[config.mk]
export PLATFORM = sky130hd
export DESIGN_NAME = stpc_regs
export DESIGN_NICKNAME = d
export VERILOG_FILES = /design/src/pkg/stpc_pkg.sv /design/src/logic/stpc_regs.sv
export SDC_FILE = /design/constraint.sdc
export NUM_CORES = 1
export LEC_CHECK = 0
export BUFFER_PORTS_ARGS = -buffer_cell sky130_fd_sc_hd__buf_2
export CAP_MARGIN = 25
export CORE_ASPECT_RATIO = 1.4
export CORE_UTILIZATION = 30
export DETAILED_ROUTE_END_ITERATION = 8
export PLACE_DENSITY_LB_ADDON = 0.2
export SETUP_SLACK_MARGIN = 0.2
export SKIP_LAST_GASP = 1
export SLEW_MARGIN = 15
export SYNTH_ARGS = -nofsm -noshare
export SYNTH_HDL_FRONTEND = slang
export SYNTH_SLANG_ARGS = --single-unit
[constraint.sdc]
create_clock -name ref_clk_in -period 1.5 [get_ports ref_clk_in]
set_input_delay 0.3 -clock ref_clk_in [delete_from_list [all_inputs] [get_ports ref_clk_in]]
set_output_delay 0.3 -clock ref_clk_in [all_outputs]
set_load 0.1 [all_outputs]
[src/pkg/stpc_pkg.sv]
// Package: register map, field positions and reset values for the profile control bank
package stpc_pkg;
    localparam logic [12:0] ADDR_SPEED    = 13'h0002;
    localparam logic [12:0] ADDR_UPDATE   = 13'h00FF;
    localparam logic [12:0] ADDR_PROFILE  = 13'h010C;
    localparam logic [12:0] ADDR_SPARE_A  = 13'h01A0;
    localparam logic [12:0] ADDR_SPARE_B  = 13'h01A1;
    localparam int          UPD_BIT       = 0;
    localparam int          TRIG_BIT      = 5;
    localparam int          IDX_MSB       = 4;
    localparam logic [7:0]  SPEED_RST     = 8'h00;
    localparam logic [7:0]  PROFILE_RST   = 8'h00;
    localparam logic [7:0]  SPARE_RST     = 8'h00;

    typedef struct packed {
        logic        wr;
        logic        rd;
        logic [12:0] addr;
        logic [7:0]  wdata;
    } stpc_req_t;
endpackage

[src/logic/stpc_regs.sv]
// Profile control register bank with speed-mode commit and manual trigger
// What this block does
// Registers other than speed mode and the spares, which ignore writes, take written values at once, no commit.
// Writing one to update bit 0 loads pending speed mode into effect.
// Update bit also returns the profile register to its default; pending speed mode is kept.
// Update bit self-clears, so later reads return zero.
// Host should write speed mode and update bit first after power-up.
// Active profile comes from index bits 4 down to 0.
// Writing trigger bit 5 creates an internal transmit trigger event.
// Manual trigger is asynchronous to sample clock; crossed as a toggle.
// Multi-device synchronisation should use the external trigger pin instead.
// Written speed mode stays pending until the update bit is asserted.
`timescale 1ns/1ps
`default_nettype none
module stpc_regs (
    input  wire logic                ref_clk_in,
    input  wire logic                nrst_in,
    input  wire stpc_pkg::stpc_req_t req_in,
    output logic [7:0]               rdata_out,
    output logic                     rvalid_out,
    output logic [7:0]               speed_active_out,
    output logic [4:0]               profile_idx_out,
    output logic                     trig_toggle_out
);
    // Stored state
    logic [7:0] speed_pend_r;
    logic [7:0] speed_act_r;
    logic [7:0] profile_r;
    logic [7:0] rdata_r;
    logic       rvalid_r;
    logic       trig_tog_r;

    // Next values
    logic [7:0] speed_pend_nxt;
    logic [7:0] speed_act_nxt;
    logic [7:0] profile_nxt;
    logic [7:0] rdata_nxt;
    logic       rvalid_nxt;
    logic       trig_tog_nxt;

    // Decode
    logic       hit_speed;
    logic       hit_update;
    logic       hit_profile;
    logic       hit_spare;
    logic       wr_speed;
    logic       wr_profile;
    logic       wr_update;
    logic       wr_update_off;
    logic       wr_trig;
    logic [7:0] profile_view;
    logic [7:0] rd_mux;

    assign hit_speed     = (req_in.addr == stpc_pkg::ADDR_SPEED);
    assign hit_update    = (req_in.addr == stpc_pkg::ADDR_UPDATE);
    assign hit_profile   = (req_in.addr == stpc_pkg::ADDR_PROFILE);
    assign hit_spare     = (req_in.addr == stpc_pkg::ADDR_SPARE_A)
                           || (req_in.addr == stpc_pkg::ADDR_SPARE_B);
    assign wr_speed      = req_in.wr && hit_speed;
    assign wr_profile    = req_in.wr && hit_profile;
    // update bit decode
    assign wr_update     = req_in.wr && hit_update && req_in.wdata[stpc_pkg::UPD_BIT];
    // Update write with bit 0 clear is ignored altogether
    assign wr_update_off = req_in.wr && hit_update && !req_in.wdata[stpc_pkg::UPD_BIT];
    // trigger bit decode
    assign wr_trig       = wr_profile && req_in.wdata[stpc_pkg::TRIG_BIT];

    // index field view; trigger bit is not stored
    assign profile_view  = {3'h0, profile_r[stpc_pkg::IDX_MSB:0]};
    // update, spare and unmapped addresses read zero
    assign rd_mux        = hit_speed   ? speed_pend_r :
                           hit_profile ? profile_view : 8'h00;

    // pending speed capture
    assign speed_pend_nxt = wr_speed ? req_in.wdata : speed_pend_r;
    // commit speed mode
    assign speed_act_nxt  = wr_update ? speed_pend_r : speed_act_r;
    // write at once, default on update
    assign profile_nxt    = wr_update  ? stpc_pkg::PROFILE_RST :
                            wr_profile ? {3'h0, req_in.wdata[stpc_pkg::IDX_MSB:0]} :
                            profile_r;
    // toggle, so the sample-clock side can resynchronise it
    assign trig_tog_nxt   = wr_trig ? ~trig_tog_r : trig_tog_r;
    assign rdata_nxt      = req_in.rd ? rd_mux : 8'h00;
    assign rvalid_nxt     = req_in.rd;

    // pending speed register
    always_ff @(posedge ref_clk_in) begin
        if (!nrst_in) begin
            speed_pend_r <= stpc_pkg::SPEED_RST;
        end else begin
            speed_pend_r <= speed_pend_nxt;
        end
    end

    // pending capture check
    a_pending_capture: assert property (
        @(posedge ref_clk_in) disable iff (!nrst_in)
        wr_speed |=> speed_pend_r == $past(req_in.wdata))
        else $error("speed write not held pending");
    // pending quiet check
    a_pending_quiet: assert property (
        @(posedge ref_clk_in) disable iff (!nrst_in)
        !wr_speed |=> $stable(speed_pend_r))
        else $error("pending speed changed without write");
    // pending kept check
    a_commit_keeps_pending: assert property (
        @(posedge ref_clk_in) disable iff (!nrst_in)
        wr_update |=> $stable(speed_pend_r))
        else $error("pending speed defaulted by update");

    // active speed register
    always_ff @(posedge ref_clk_in) begin
        if (!nrst_in) begin
            speed_act_r <= stpc_pkg::SPEED_RST;
        end else begin
            speed_act_r <= speed_act_nxt;
        end
    end

    // commit check
    a_speed_commit_load: assert property (
        @(posedge ref_clk_in) disable iff (!nrst_in)
        wr_update |=> speed_act_r == $past(speed_pend_r))
        else $error("speed mode not committed");
    // active held check
    a_speed_pending_held: assert property (
        @(posedge ref_clk_in) disable iff (!nrst_in)
        !wr_update |=> $stable(speed_act_r))
        else $error("active speed changed without update");
    // cleared bit check
    a_update_bit_clear: assert property (
        @(posedge ref_clk_in) disable iff (!nrst_in)
        wr_update_off |=> $stable(speed_act_r) && $stable(profile_r))
        else $error("update with bit 0 clear acted");

    // profile register
    always_ff @(posedge ref_clk_in) begin
        if (!nrst_in) begin
            profile_r <= stpc_pkg::PROFILE_RST;
        end else begin
            profile_r <= profile_nxt;
        end
    end

    // immediate write check
    a_profile_write_now: assert property (
        @(posedge ref_clk_in) disable iff (!nrst_in)
        wr_profile |=> profile_idx_out == $past(req_in.wdata[stpc_pkg::IDX_MSB:0]))
        else $error("profile write not immediate");
    // profile hold check
    a_profile_holds: assert property (
        @(posedge ref_clk_in) disable iff (!nrst_in)
        !wr_profile && !wr_update |=> $stable(profile_r))
        else $error("profile changed without write");
    // update default check
    a_update_resets_profile: assert property (
        @(posedge ref_clk_in) disable iff (!nrst_in)
        wr_update |=> profile_r == stpc_pkg::PROFILE_RST)
        else $error("profile not defaulted on update");

    // trigger toggle register
    always_ff @(posedge ref_clk_in) begin
        if (!nrst_in) begin
            trig_tog_r <= 1'h0;
        end else begin
            trig_tog_r <= trig_tog_nxt;
        end
    end

    // toggle check
    a_trig_toggles: assert property (
        @(posedge ref_clk_in) disable iff (!nrst_in)
        wr_trig |=> trig_toggle_out != $past(trig_toggle_out))
        else $error("manual trigger lost");
    // quiet check
    a_trig_quiet: assert property (
        @(posedge ref_clk_in) disable iff (!nrst_in)
        !wr_trig |=> $stable(trig_toggle_out))
        else $error("spurious trigger toggle");

    // Read answer registers
    always_ff @(posedge ref_clk_in) begin
        if (!nrst_in) begin
            rdata_r  <= 8'h00;
            rvalid_r <= 1'h0;
        end else begin
            rdata_r  <= rdata_nxt;
            rvalid_r <= rvalid_nxt;
        end
    end

    // update readback check
    a_update_reads_zero: assert property (
        @(posedge ref_clk_in) disable iff (!nrst_in)
        req_in.rd && hit_update |=> rdata_out == 8'h00)
        else $error("update bit not self-cleared");
    // read answer check
    a_read_answer: assert property (
        @(posedge ref_clk_in) disable iff (!nrst_in)
        req_in.rd |=> rvalid_out)
        else $error("read not answered");
    // idle answer check
    a_read_idle: assert property (
        @(posedge ref_clk_in) disable iff (!nrst_in)
        !req_in.rd |=> !rvalid_out && rdata_out == 8'h00)
        else $error("read answer without read");
    // index readback check
    a_index_readback: assert property (
        @(posedge ref_clk_in) disable iff (!nrst_in)
        req_in.rd && hit_profile
        |=> rdata_out == {3'h0, $past(profile_r[stpc_pkg::IDX_MSB:0])})
        else $error("profile index readback wrong");
    // speed readback check
    a_speed_readback: assert property (
        @(posedge ref_clk_in) disable iff (!nrst_in)
        req_in.rd && hit_speed |=> rdata_out == $past(speed_pend_r))
        else $error("pending speed readback wrong");
    // spare readback check
    a_spare_reads_zero: assert property (
        @(posedge ref_clk_in) disable iff (!nrst_in)
        req_in.rd && hit_spare |=> rdata_out == stpc_pkg::SPARE_RST)
        else $error("spare register not at default");

    // Outputs straight from flip-flops
    assign rdata_out        = rdata_r;
    assign rvalid_out       = rvalid_r;
    assign speed_active_out = speed_act_r;
    assign profile_idx_out  = profile_r[stpc_pkg::IDX_MSB:0];
    assign trig_toggle_out  = trig_tog_r;
endmodule
`default_nettype wire

==> results.json, run 1 <==
{
  "antenna_found_initial": 0,
  "vdd_drop_max_v": 0.000529,
  "syn_nets": 143,
  "num_vias": 1089,
  "dieArea_um2": 4320,
  "seq_area_frac_synth": 0.510,
  "post-route-period-util": 0.914,
  "ctsRootBufferMaster": "clkbuf_8",
  "reg2reg_slack_ns": 0.61,
  "fin_skew_ns": 0.00319,
  "initial_utilization": 0.311,
  "clk-insertion-delay-late_ns": 0.28,
  "vias_per_cell": 4.78,
  "fillCellCount": 376,
  "final_cell_mix": "35 x buf_4, 31 x dfxtp_1, 29 x nand2_1",
  "die_w_um": 55.8,
  "syn_inst": 118,
  "grt_pass1_wl_mm": 4.85,
  "holdPathStages": 3,
  "layout_min_cycle_time_ns": 1.37,
  "hold_buffers": 0,
  "grt_start_max_net_pins": 27,
  "start_kind": "input port",
  "status": "complete, but fails checks",
  "overflow": 0,
  "fmax_ghz": 0.729,
  "synth_seq_cells": 31,
  "wl_per_cell_um": 13.3,
  "finalWirelength_mm": 3.04,
  "gr-usage-all-layers": 0.147,
  "seqPwrFrac": 0.496,
  "seq_area_um2": 621,
  "drive_above_1_share": 0.459,
  "p_comb_frac": 0.073,
  "slew_viol_final": 0,
  "syn_area_um2": 1220,
  "final_nets": 209,
  "place_congestion": 0.792,
  "swShare": 0.219,
  "clkPwrFrac": 0.431,
  "place_hpwl_mm": 2.29,
  "hp-class": "in -> reg",
  "dpl-instance-area_um2": 1630,
  "path_clk_slew_ns": 0.06,
  "io_pins": 48,
  "netSwitchingPower_uw": 365,
  "worstMarginPinSlew_ns": 0.301,
  "ant_nets": 0,
  "port_buffers": 47,
  "htree_levels": 2,
  "critPathArrivalTime_ns": 1.54,
  "cts.sinks": 31,
  "rsz0062_at_grt": "yes",
  "required_ns": 1.67,
  "synth_area_leaders": "dfxtp_1 51%, mux2i_1 17%, nand2_1 8.9%",
  "final_util": 0.478,
  "cts_buffer_depth": 2,
  "setup_viol": 0,
  "fin_area_um2": 1870,
  "cts_tree": "yes",
  "crit_path_max_fanout": 8,
  "cts_buffers": 5,
  "crit_type": "in -> reg",
  "drt_first_iter_violations": 17,
  "p_leak_nw": 0.912,
  "area_delta_synth_final_pct": 53.9,
  "reg2reg_depth": 2,
  "p_int_mw": 1.30,
  "die_y_um": 77.4,
  "hold_viol": 0,
  "powerDensity_nw_per_um2": 888,
  "layout_commonest_cell": "buf_4",
  "drc": 2,
  "synth-warning-count": 0,
  "dr.pass1.iters": 6,
  "yosysTopAreaCell": "dfxtp_1",
  "grt_pass1_vias": 1097,
  "syn_area_per_cell_um2": 10.3,
  "diodes": 0,
  "slew-limit-headroom": 0.798,
  "synth_cell_types": 24,
  "violations": "DRC",
  "yosysTopAreaCellShare": 0.510,
  "core_um2": 3920,
  "fp-row-count": 27,
  "drv_cap": 0,
  "worst_setup_path_end_kind": "register",
  "multiInputGateArea_um2": 631
}
layout make-up:
type / count / area share
inverters: 2 / 0.00401
multi-input cells: 81 / 0.337
repair buffers: 63 / 0.246
well taps: 43 / 0.0287
flip-flops and latches: 31 / 0.331
clock buffers: 8 / 0.0534
power by group through the flow:
stage / logic [mW] / clock network (mW) / registers (mW)
floorplan: 0.0347 / 0 / 0.854
global placement: 0.108 / 0 / 0.843
detailed placement: 0.111 / 0 / 0.843
CTS: 0.120 / 0.734 / 0.825
global route: 0.131 / 0.773 / 0.824
finish: 0.121 / 0.717 / 0.825
timing repair:
item / 4_1_cts / 5_1_grt
endpoints found under the hold margin: 0 / 0
pin swaps: 8 / 6
gates resized for setup: 34 / 8
endpoints found under the setup margin: 50 / 30
buffers inserted: 2 / 0
cells by family (layout without fill, tap and decap cells):
group | count (synthesis) | in the layout | share of synthesized area
buf+inv | 6 | 73 | 0.0216
mux | 21 | 21 | 0.173
flops | 31 | 31 | 0.510
compound gates | 8 | 8 | 0.0596
simple gates | 52 | 52 | 0.236
cells in the mapped netlist:
library cell   n
a22o_1         5
and2_1         3
nor3_1         1
clkbuf_1       2
inv_1          2
buf_4          1
or4_1          1
a21boi_1       1
buf_1          1
nand3_1        1
or4b_1         1
or3_1          1
o21ai_0        1
nor4_4         2
mux2i_1       21
and4b_1        1
dfxtp_1       31
o41ai_2        1
nand3b_2       1
nor3_2         1
nor4b_1        2
nand4_1        2
nand2_1       29
nor2_1         6
final timing paths:
| kind | startpoint | endpoint |
|---|---|---|
| worst min register to register | speed_pend_r[5] | rdata_out[5] |
| worst max register to register | trig_toggle_out | trig_toggle_out |
| worst min-delay path | req_in[7] | speed_pend_r[7] |
| worst max-delay path | req_in[18] | speed_active_out[0] |
registers in the layout (all words and copies together) (netlist names):
signal / cells
rvalid_out: 1
speed_pend_r: 8
trig_toggle_out: 1
rdata_out: 8
speed_active_out: 8
profile_r: 5
critical path: stages:
cell	delay [ns]
buf_6	0.09
nor4_4	0.33
nand3b_4	0.11
or4_4	0.43
buf_8	0.16
mux2i_1	0.11
metrics by stage:
stage	hold slack (ns)	TNS [ns]	instances	total power, mW	setup slack [ns]
4_1_cts	0.261	0	228	1.68	0.120
3_3_place_gp	0.438	-3.95	218	0.951	-0.184
2_1_floorplan	0.430	-1.74	118	0.888	-0.110
6_report	0.268	0	228	1.66	0.129
5_1_grt	0.271	0	228	1.73	0.0208
3_5_place_dp	0.445	-4.72	218	0.954	-0.222
layer usage:
layer / up-vias / track usage / part of all wire
li1: 542 / - / -
met1: 505 / 0.145 / 0.38
met2: 34 / 0.266 / 0.55
met5: - / 0 / 0
met4: 0 / 0.0854 / 0.026
met3: 8 / 0.0433 / 0.046
(Power assumes the default switching activity.)
==> run 2, diff against run 1 <==
--- a/config.mk
+++ b/config.mk
@@ -7,7 +7,6 @@
 export LEC_CHECK = 0
 export BUFFER_PORTS_ARGS = -buffer_cell sky130_fd_sc_hd__buf_2
 export CAP_MARGIN = 25
-export CORE_ASPECT_RATIO = 1.4
 export CORE_UTILIZATION = 30
 export DETAILED_ROUTE_END_ITERATION = 8
 export PLACE_DENSITY_LB_ADDON = 0.2
==> constraint.sdc (replaced) <==
create_clock -name ref_clk_in -period 1.5 [get_ports ref_clk_in]
set_input_delay 0.3 -clock ref_clk_in [delete_from_list [all_inputs] [get_ports ref_clk_in]]
set_output_delay 0.3 -clock ref_clk_in [all_outputs]
set_load 0.02 [all_outputs]
==> results.json, run 2 (synthesis results as in run 1) <==
{
  "status": "complete, no violations",
  "path_delay_family": "simple AND/OR/NAND/NOR gates",
  "fmax_ghz": 0.690,
  "slew_viol_final": 0,
  "die_w_um": 65.7,
  "final_cell_mix": "43 x buf_2, 31 x dfxtp_1, 28 x nand2_1",
  "holdPathStages": 3,
  "final_nets": 212,
  "powerDensity_nw_per_um2": 899,
  "drc": 0,
  "core_um2": 3770,
  "rr_endpoint": "trig_toggle_out",
  "dr.pass1.iters": 4,
  "drv_cap": 0,
  "worstReg2RegStart": "trig_toggle_out",
  "post-route-period-util": 0.966,
  "vias_per_cell": 4.69,
  "critPathArrivalTime_ns": 1.66,
  "overflow": 0,
  "wl_per_cell_um": 13.0,
  "diodes": 0,
  "path_buf_inv": 3,
  "cp_cell_sequence": "buf_6 > nor4_4 > buf_4 > buf_6 > nand4_1 > or3_1 > a21boi_1",
  "worst_setup_path_end_kind": "register",
  "setup_viol": 0,
  "post-place-ws_ns": -0.237,
  "grt_pass1_vias": 1095,
  "min_to": "speed_pend_r[6]",
  "path_clk_slew_ns": 0.06,
  "start_kind": "input port",
  "io_pins": 48,
  "ant_nets": 0,
  "drive_above_1_share": 0.441,
  "cpMostUsedCell": "buf_6",
  "grt_start_max_net_pins": 27,
  "crit_path_max_fanout": 3,
  "finalSetupTns_ns": 0,
  "fp-row-count": 22,
  "port_buffers": 47,
  "place_hpwl_mm": 2.15,
  "die_y_um": 65.7,
  "hold_viol": 0,
  "hp-class": "in -> reg",
  "gr-usage-all-layers": 0.156,
  "min-delay-start": "req_in[6]",
  "fillCellCount": 362,
  "layout_min_cycle_time_ns": 1.45,
  "critical-path-max-stage-delay_ns": 0.36,
  "htree_levels": 2,
  "finalWirelength_mm": 3.06,
  "drt_first_iter_violations": 33,
  "cts_buffers": 5,
  "setup_ws_ns": 0.0512,
  "ctsRootBufferMaster": "clkbuf_8",
  "clk-insertion-delay-late_ns": 0.28,
  "area_delta_synth_final_pct": 51.3,
  "slew-limit-headroom": 0.739,
  "fin_skew_ns": 0.00361,
  "cts_tree": "yes",
  "rsz0062_at_grt": "yes",
  "num_vias": 1108,
  "reg2reg_slack_ns": 0.58,
  "cts_buffer_depth": 2,
  "antenna_found_initial": 0,
  "reg2reg_depth": 2,
  "place_congestion": 0.761,
  "grt_pass1_wl_mm": 4.93,
  "initial_utilization": 0.323,
  "crit_type": "in -> reg",
  "layout_commonest_cell": "buf_2",
  "hold_buffers": 0,
  "cts.sinks": 31,
  "vdd_drop_max_v": 0.000584,
  "crit_slowest_cell": "or3_1",
  "worstMarginPinSlew_ns": 0.387,
  "required_ns": 1.71,
  "p_leak_nw": 0.946,
  "dieArea_um2": 4320
}
## run 2: repair_timing
| item | 4_1_cts | 5_1_grt |
|---|---|---|
| hold endpoints to repair | 0 | 0 |
| gates resized for setup | 9 | 4 |
| setup endpoints to repair | 27 | 30 |
| pin swaps | 5 | 7 |
| setup buffers | 3 | 1 |
## run 2: worst register-to-register path, stage by stage (launching register included)
cell and delay (ns):
dfxtp_1 0.32, or3_1 0.37, a21boi_1 0.15
## run 2: how the worst max path moves through the flow
stage / from / endpoint / slack [ns] / depth (start not counted)
after floorplan: req_in[19] / speed_pend_r[0] / -0.11 / 4
after global placement: req_in[19] / speed_active_out[7] / -0.20 / 6
after detailed placement: req_in[19] / speed_pend_r[4] / -0.24 / 7
after CTS: req_in[20] / speed_pend_r[4] / 0.10 / 7
after global routing: req_in[18] / speed_pend_r[7] / 0.01 / 7
final: req_in[18] / trig_toggle_out / 0.05 / 7
## run 2: layout make-up
class | count | area, µm² | area share
flip-flops and latches | 31 | 621 | 0.337
multi-input cells | 81 | 619 | 0.336
repair buffers | 66 | 434 | 0.236
clock buffers | 8 | 100 | 0.0543
well taps | 48 | 60.1 | 0.0326
inverters | 2 | 7.51 | 0.00408
## run 2: where the power goes
| group | internal (mW) | switching [mW] | total (mW) | leakage (nW) |
|---|---|---|---|---|
| sequential | 0.825 | 0.000262 | 0.825 | 0.250 |
| combinational | 0.0608 | 0.0581 | 0.119 | 0.645 |
| clock | 0.418 | 0.294 | 0.712 | 0.0515 |
| total | 1.30 | 0.352 | 1.66 | 0.946 |
## run 2: layer usage
layer | up-vias | global-route usage | wire length (µm)
met5 | - | 0 | 0
met4 | 0 | 0.0815 | 42
met3 | 4 | 0.0451 | 121
met2 | 28 | 0.268 | 1580
met1 | 525 | 0.172 | 1320
li1 | 551 | - | -
## run 2: per-stage QoR
stage / hold WS, ns / instance area (µm²) / cells / utilization / total power [mW]
global route: 0.276 / 1840 / 236 / 0.488 / 1.72
global placement: 0.440 / 1660 / 224 / 0.439 / 0.944
floorplan: 0.430 / 1260 / 118 / - / 0.880
CTS: 0.267 / 1820 / 235 / 0.482 / 1.67
detailed placement: 0.442 / 1660 / 224 / 0.439 / 0.947
finish: 0.269 / 1840 / 236 / 0.488 / 1.66
==> run 3, diff against run 2 <==
--- a/config.mk
+++ b/config.mk
@@ -7,7 +7,9 @@
 export LEC_CHECK = 0
 export BUFFER_PORTS_ARGS = -buffer_cell sky130_fd_sc_hd__buf_2
 export CAP_MARGIN = 25
-export CORE_UTILIZATION = 30
+export CELL_PAD_IN_SITES_DETAIL_PLACEMENT = 0
+export CELL_PAD_IN_SITES_GLOBAL_PLACEMENT = 2
+export CORE_UTILIZATION = 25
 export DETAILED_ROUTE_END_ITERATION = 8
 export PLACE_DENSITY_LB_ADDON = 0.2
 export SETUP_SLACK_MARGIN = 0.2
==> results.json, run 3 (synthesis results as in run 1) <==
{
  "area_delta_synth_final_pct": 53.9,
  "final_nets": 214,
  "dpl-instance-area_um2": 1670,
  "crit_slowest_cell": "or3_1",
  "ant_nets": 0,
  "critPathArrivalTime_ns": 1.62,
  "drv_cap": 0,
  "layout_min_cycle_time_ns": 1.42,
  "crit_type": "in -> reg",
  "ctsRootBufferMaster": "clkbuf_8",
  "vdd_drop_max_v": 0.000496,
  "cts_buffer_depth": 2,
  "place_congestion": 0.793,
  "core_um2": 4690,
  "rsz0062_at_grt": "yes",
  "finalWirelength_mm": 3.11,
  "cp_cell_sequence": "buf_6 > nor4_4 > buf_4 > nand4_1 > or3_1 > a21boi_1",
  "overflow": 0,
  "setup_viol": 0,
  "slew-limit-headroom": 0.617,
  "htree_levels": 2,
  "grt_pass1_vias": 1130,
  "grt_pass1_wl_mm": 5.27,
  "critical-path-max-stage-delay_ns": 0.37,
  "die_w_um": 71.8,
  "worstMarginPinSlew_ns": 0.567,
  "io_pins": 48,
  "die_y_um": 71.8,
  "diodes": 0,
  "final_cell_mix": "44 x buf_2, 31 x dfxtp_1, 27 x nand2_1",
  "drc": 0,
  "gr-usage-all-layers": 0.136,
  "power_mw": 1.65,
  "fin_area_um2": 1870,
  "place_hpwl_mm": 2.31,
  "antenna_found_initial": 0,
  "crit_path_max_fanout": 3,
  "cts_buffers": 5,
  "fillCellCount": 488,
  "initial_utilization": 0.259,
  "grt_start_max_net_pins": 27,
  "drive_above_1_share": 0.463,
  "slew_viol_final": 0,
  "dr.pass1.iters": 2,
  "dieArea_um2": 5150,
  "hp-class": "in -> reg",
  "fin_skew_ns": 0.00203,
  "fmax_ghz": 0.706,
  "post-route-period-util": 0.944,
  "port_buffers": 47,
  "cts_tree": "yes",
  "layout_commonest_cell": "buf_2",
  "path_clk_slew_ns": 0.06,
  "fin_hold_ws_ns": 0.283,
  "worst_setup_path_end_kind": "register",
  "start_kind": "input port",
  "hold_viol": 0,
  "required_ns": 1.71,
  "clk-insertion-delay-late_ns": 0.27,
  "wl_per_cell_um": 12.7,
  "cts.sinks": 31,
  "p_leak_nw": 0.959,
  "hold_buffers": 0,
  "drt_first_iter_violations": 46,
  "vias_per_cell": 4.41,
  "num_vias": 1077,
  "fp-row-count": 25,
  "powerDensity_nw_per_um2": 881,
  "status": "complete, no violations"
}
==> run 3: cell types whose count changed in the layout (fill, tap and decap cells not counted) <==
| cell | delta |
|---|---|
| and2_1 | -2 |
| and2_4 | +2 |
| buf_2 | +1 |
| buf_6 | +1 |
| nand2_1 | -1 |
| nand2_2 | +1 |
==> run 3: routing by layer <==
metal	track usage	vias to the layer above	wire, µm
li1	-	553	-
met1	0.159	493	1350
met2	0.226	27	1550
met3	0.0464	4	167
met4	0.0588	0	37
met5	0	-	0
==> run 3: worst paths after layout <==
path / slack, ns / depth (start not counted) / to / startpoint
hold reg to reg: 0.46 / 2 / speed_active_out[0] / speed_active_out[0]
setup reg to reg: 0.63 / 2 / trig_toggle_out / trig_toggle_out
setup / recovery: 0.08 / 6 / trig_toggle_out / req_in[18]
hold / removal: 0.28 / 3 / speed_pend_r[7] / req_in[7]
==> run 3: repair_timing <==
action | CTS | global route
pin swaps | 7 | 6
gates cloned | 0 | 0
gates resized for setup | 13 | 3
setup endpoints to repair | 27 | 30
buffers inserted | 5 | 0
==> run 3: final cells by class <==
| class | instances | area [µm²] | area share |
|---|---|---|---|
| timing repair buffer | 68 | 450 | 0.240 |
| multi-input combinational | 81 | 627 | 0.335 |
| inverter | 2 | 7.51 | 0.00401 |
| sequential | 31 | 621 | 0.331 |
| clock buffer | 8 | 100 | 0.0534 |
| tap | 54 | 67.6 | 0.0361 |
==> run 3: worst max-delay path, delay by kind of cell <==
family	cells	cell delay (ns)
buf+inv	2	0.28
simple gates	3	0.91
compound gates	1	0.13
==> run 3: metrics by stage <==
stage | setup slack, ns | utilization | TNS (ns) | instances
2_1_floorplan | -0.110 | - | -1.72 | 118
3_3_place_gp | -0.263 | 0.356 | -5.78 | 231
3_5_place_dp | -0.304 | 0.356 | -6.44 | 231
4_1_cts | 0.0357 | 0.397 | 0 | 244
5_1_grt | 0.00449 | 0.399 | 0 | 244
6_report | 0.0841 | 0.399 | 0 | 244
==> run 3: where the power goes <==
| part | internal [mW] | switching [mW] |
|---|---|---|
| logic | 0.0626 | 0.0590 |
| clock network | 0.418 | 0.285 |
| registers | 0.825 | 0.000222 |
| total | 1.31 | 0.344 |
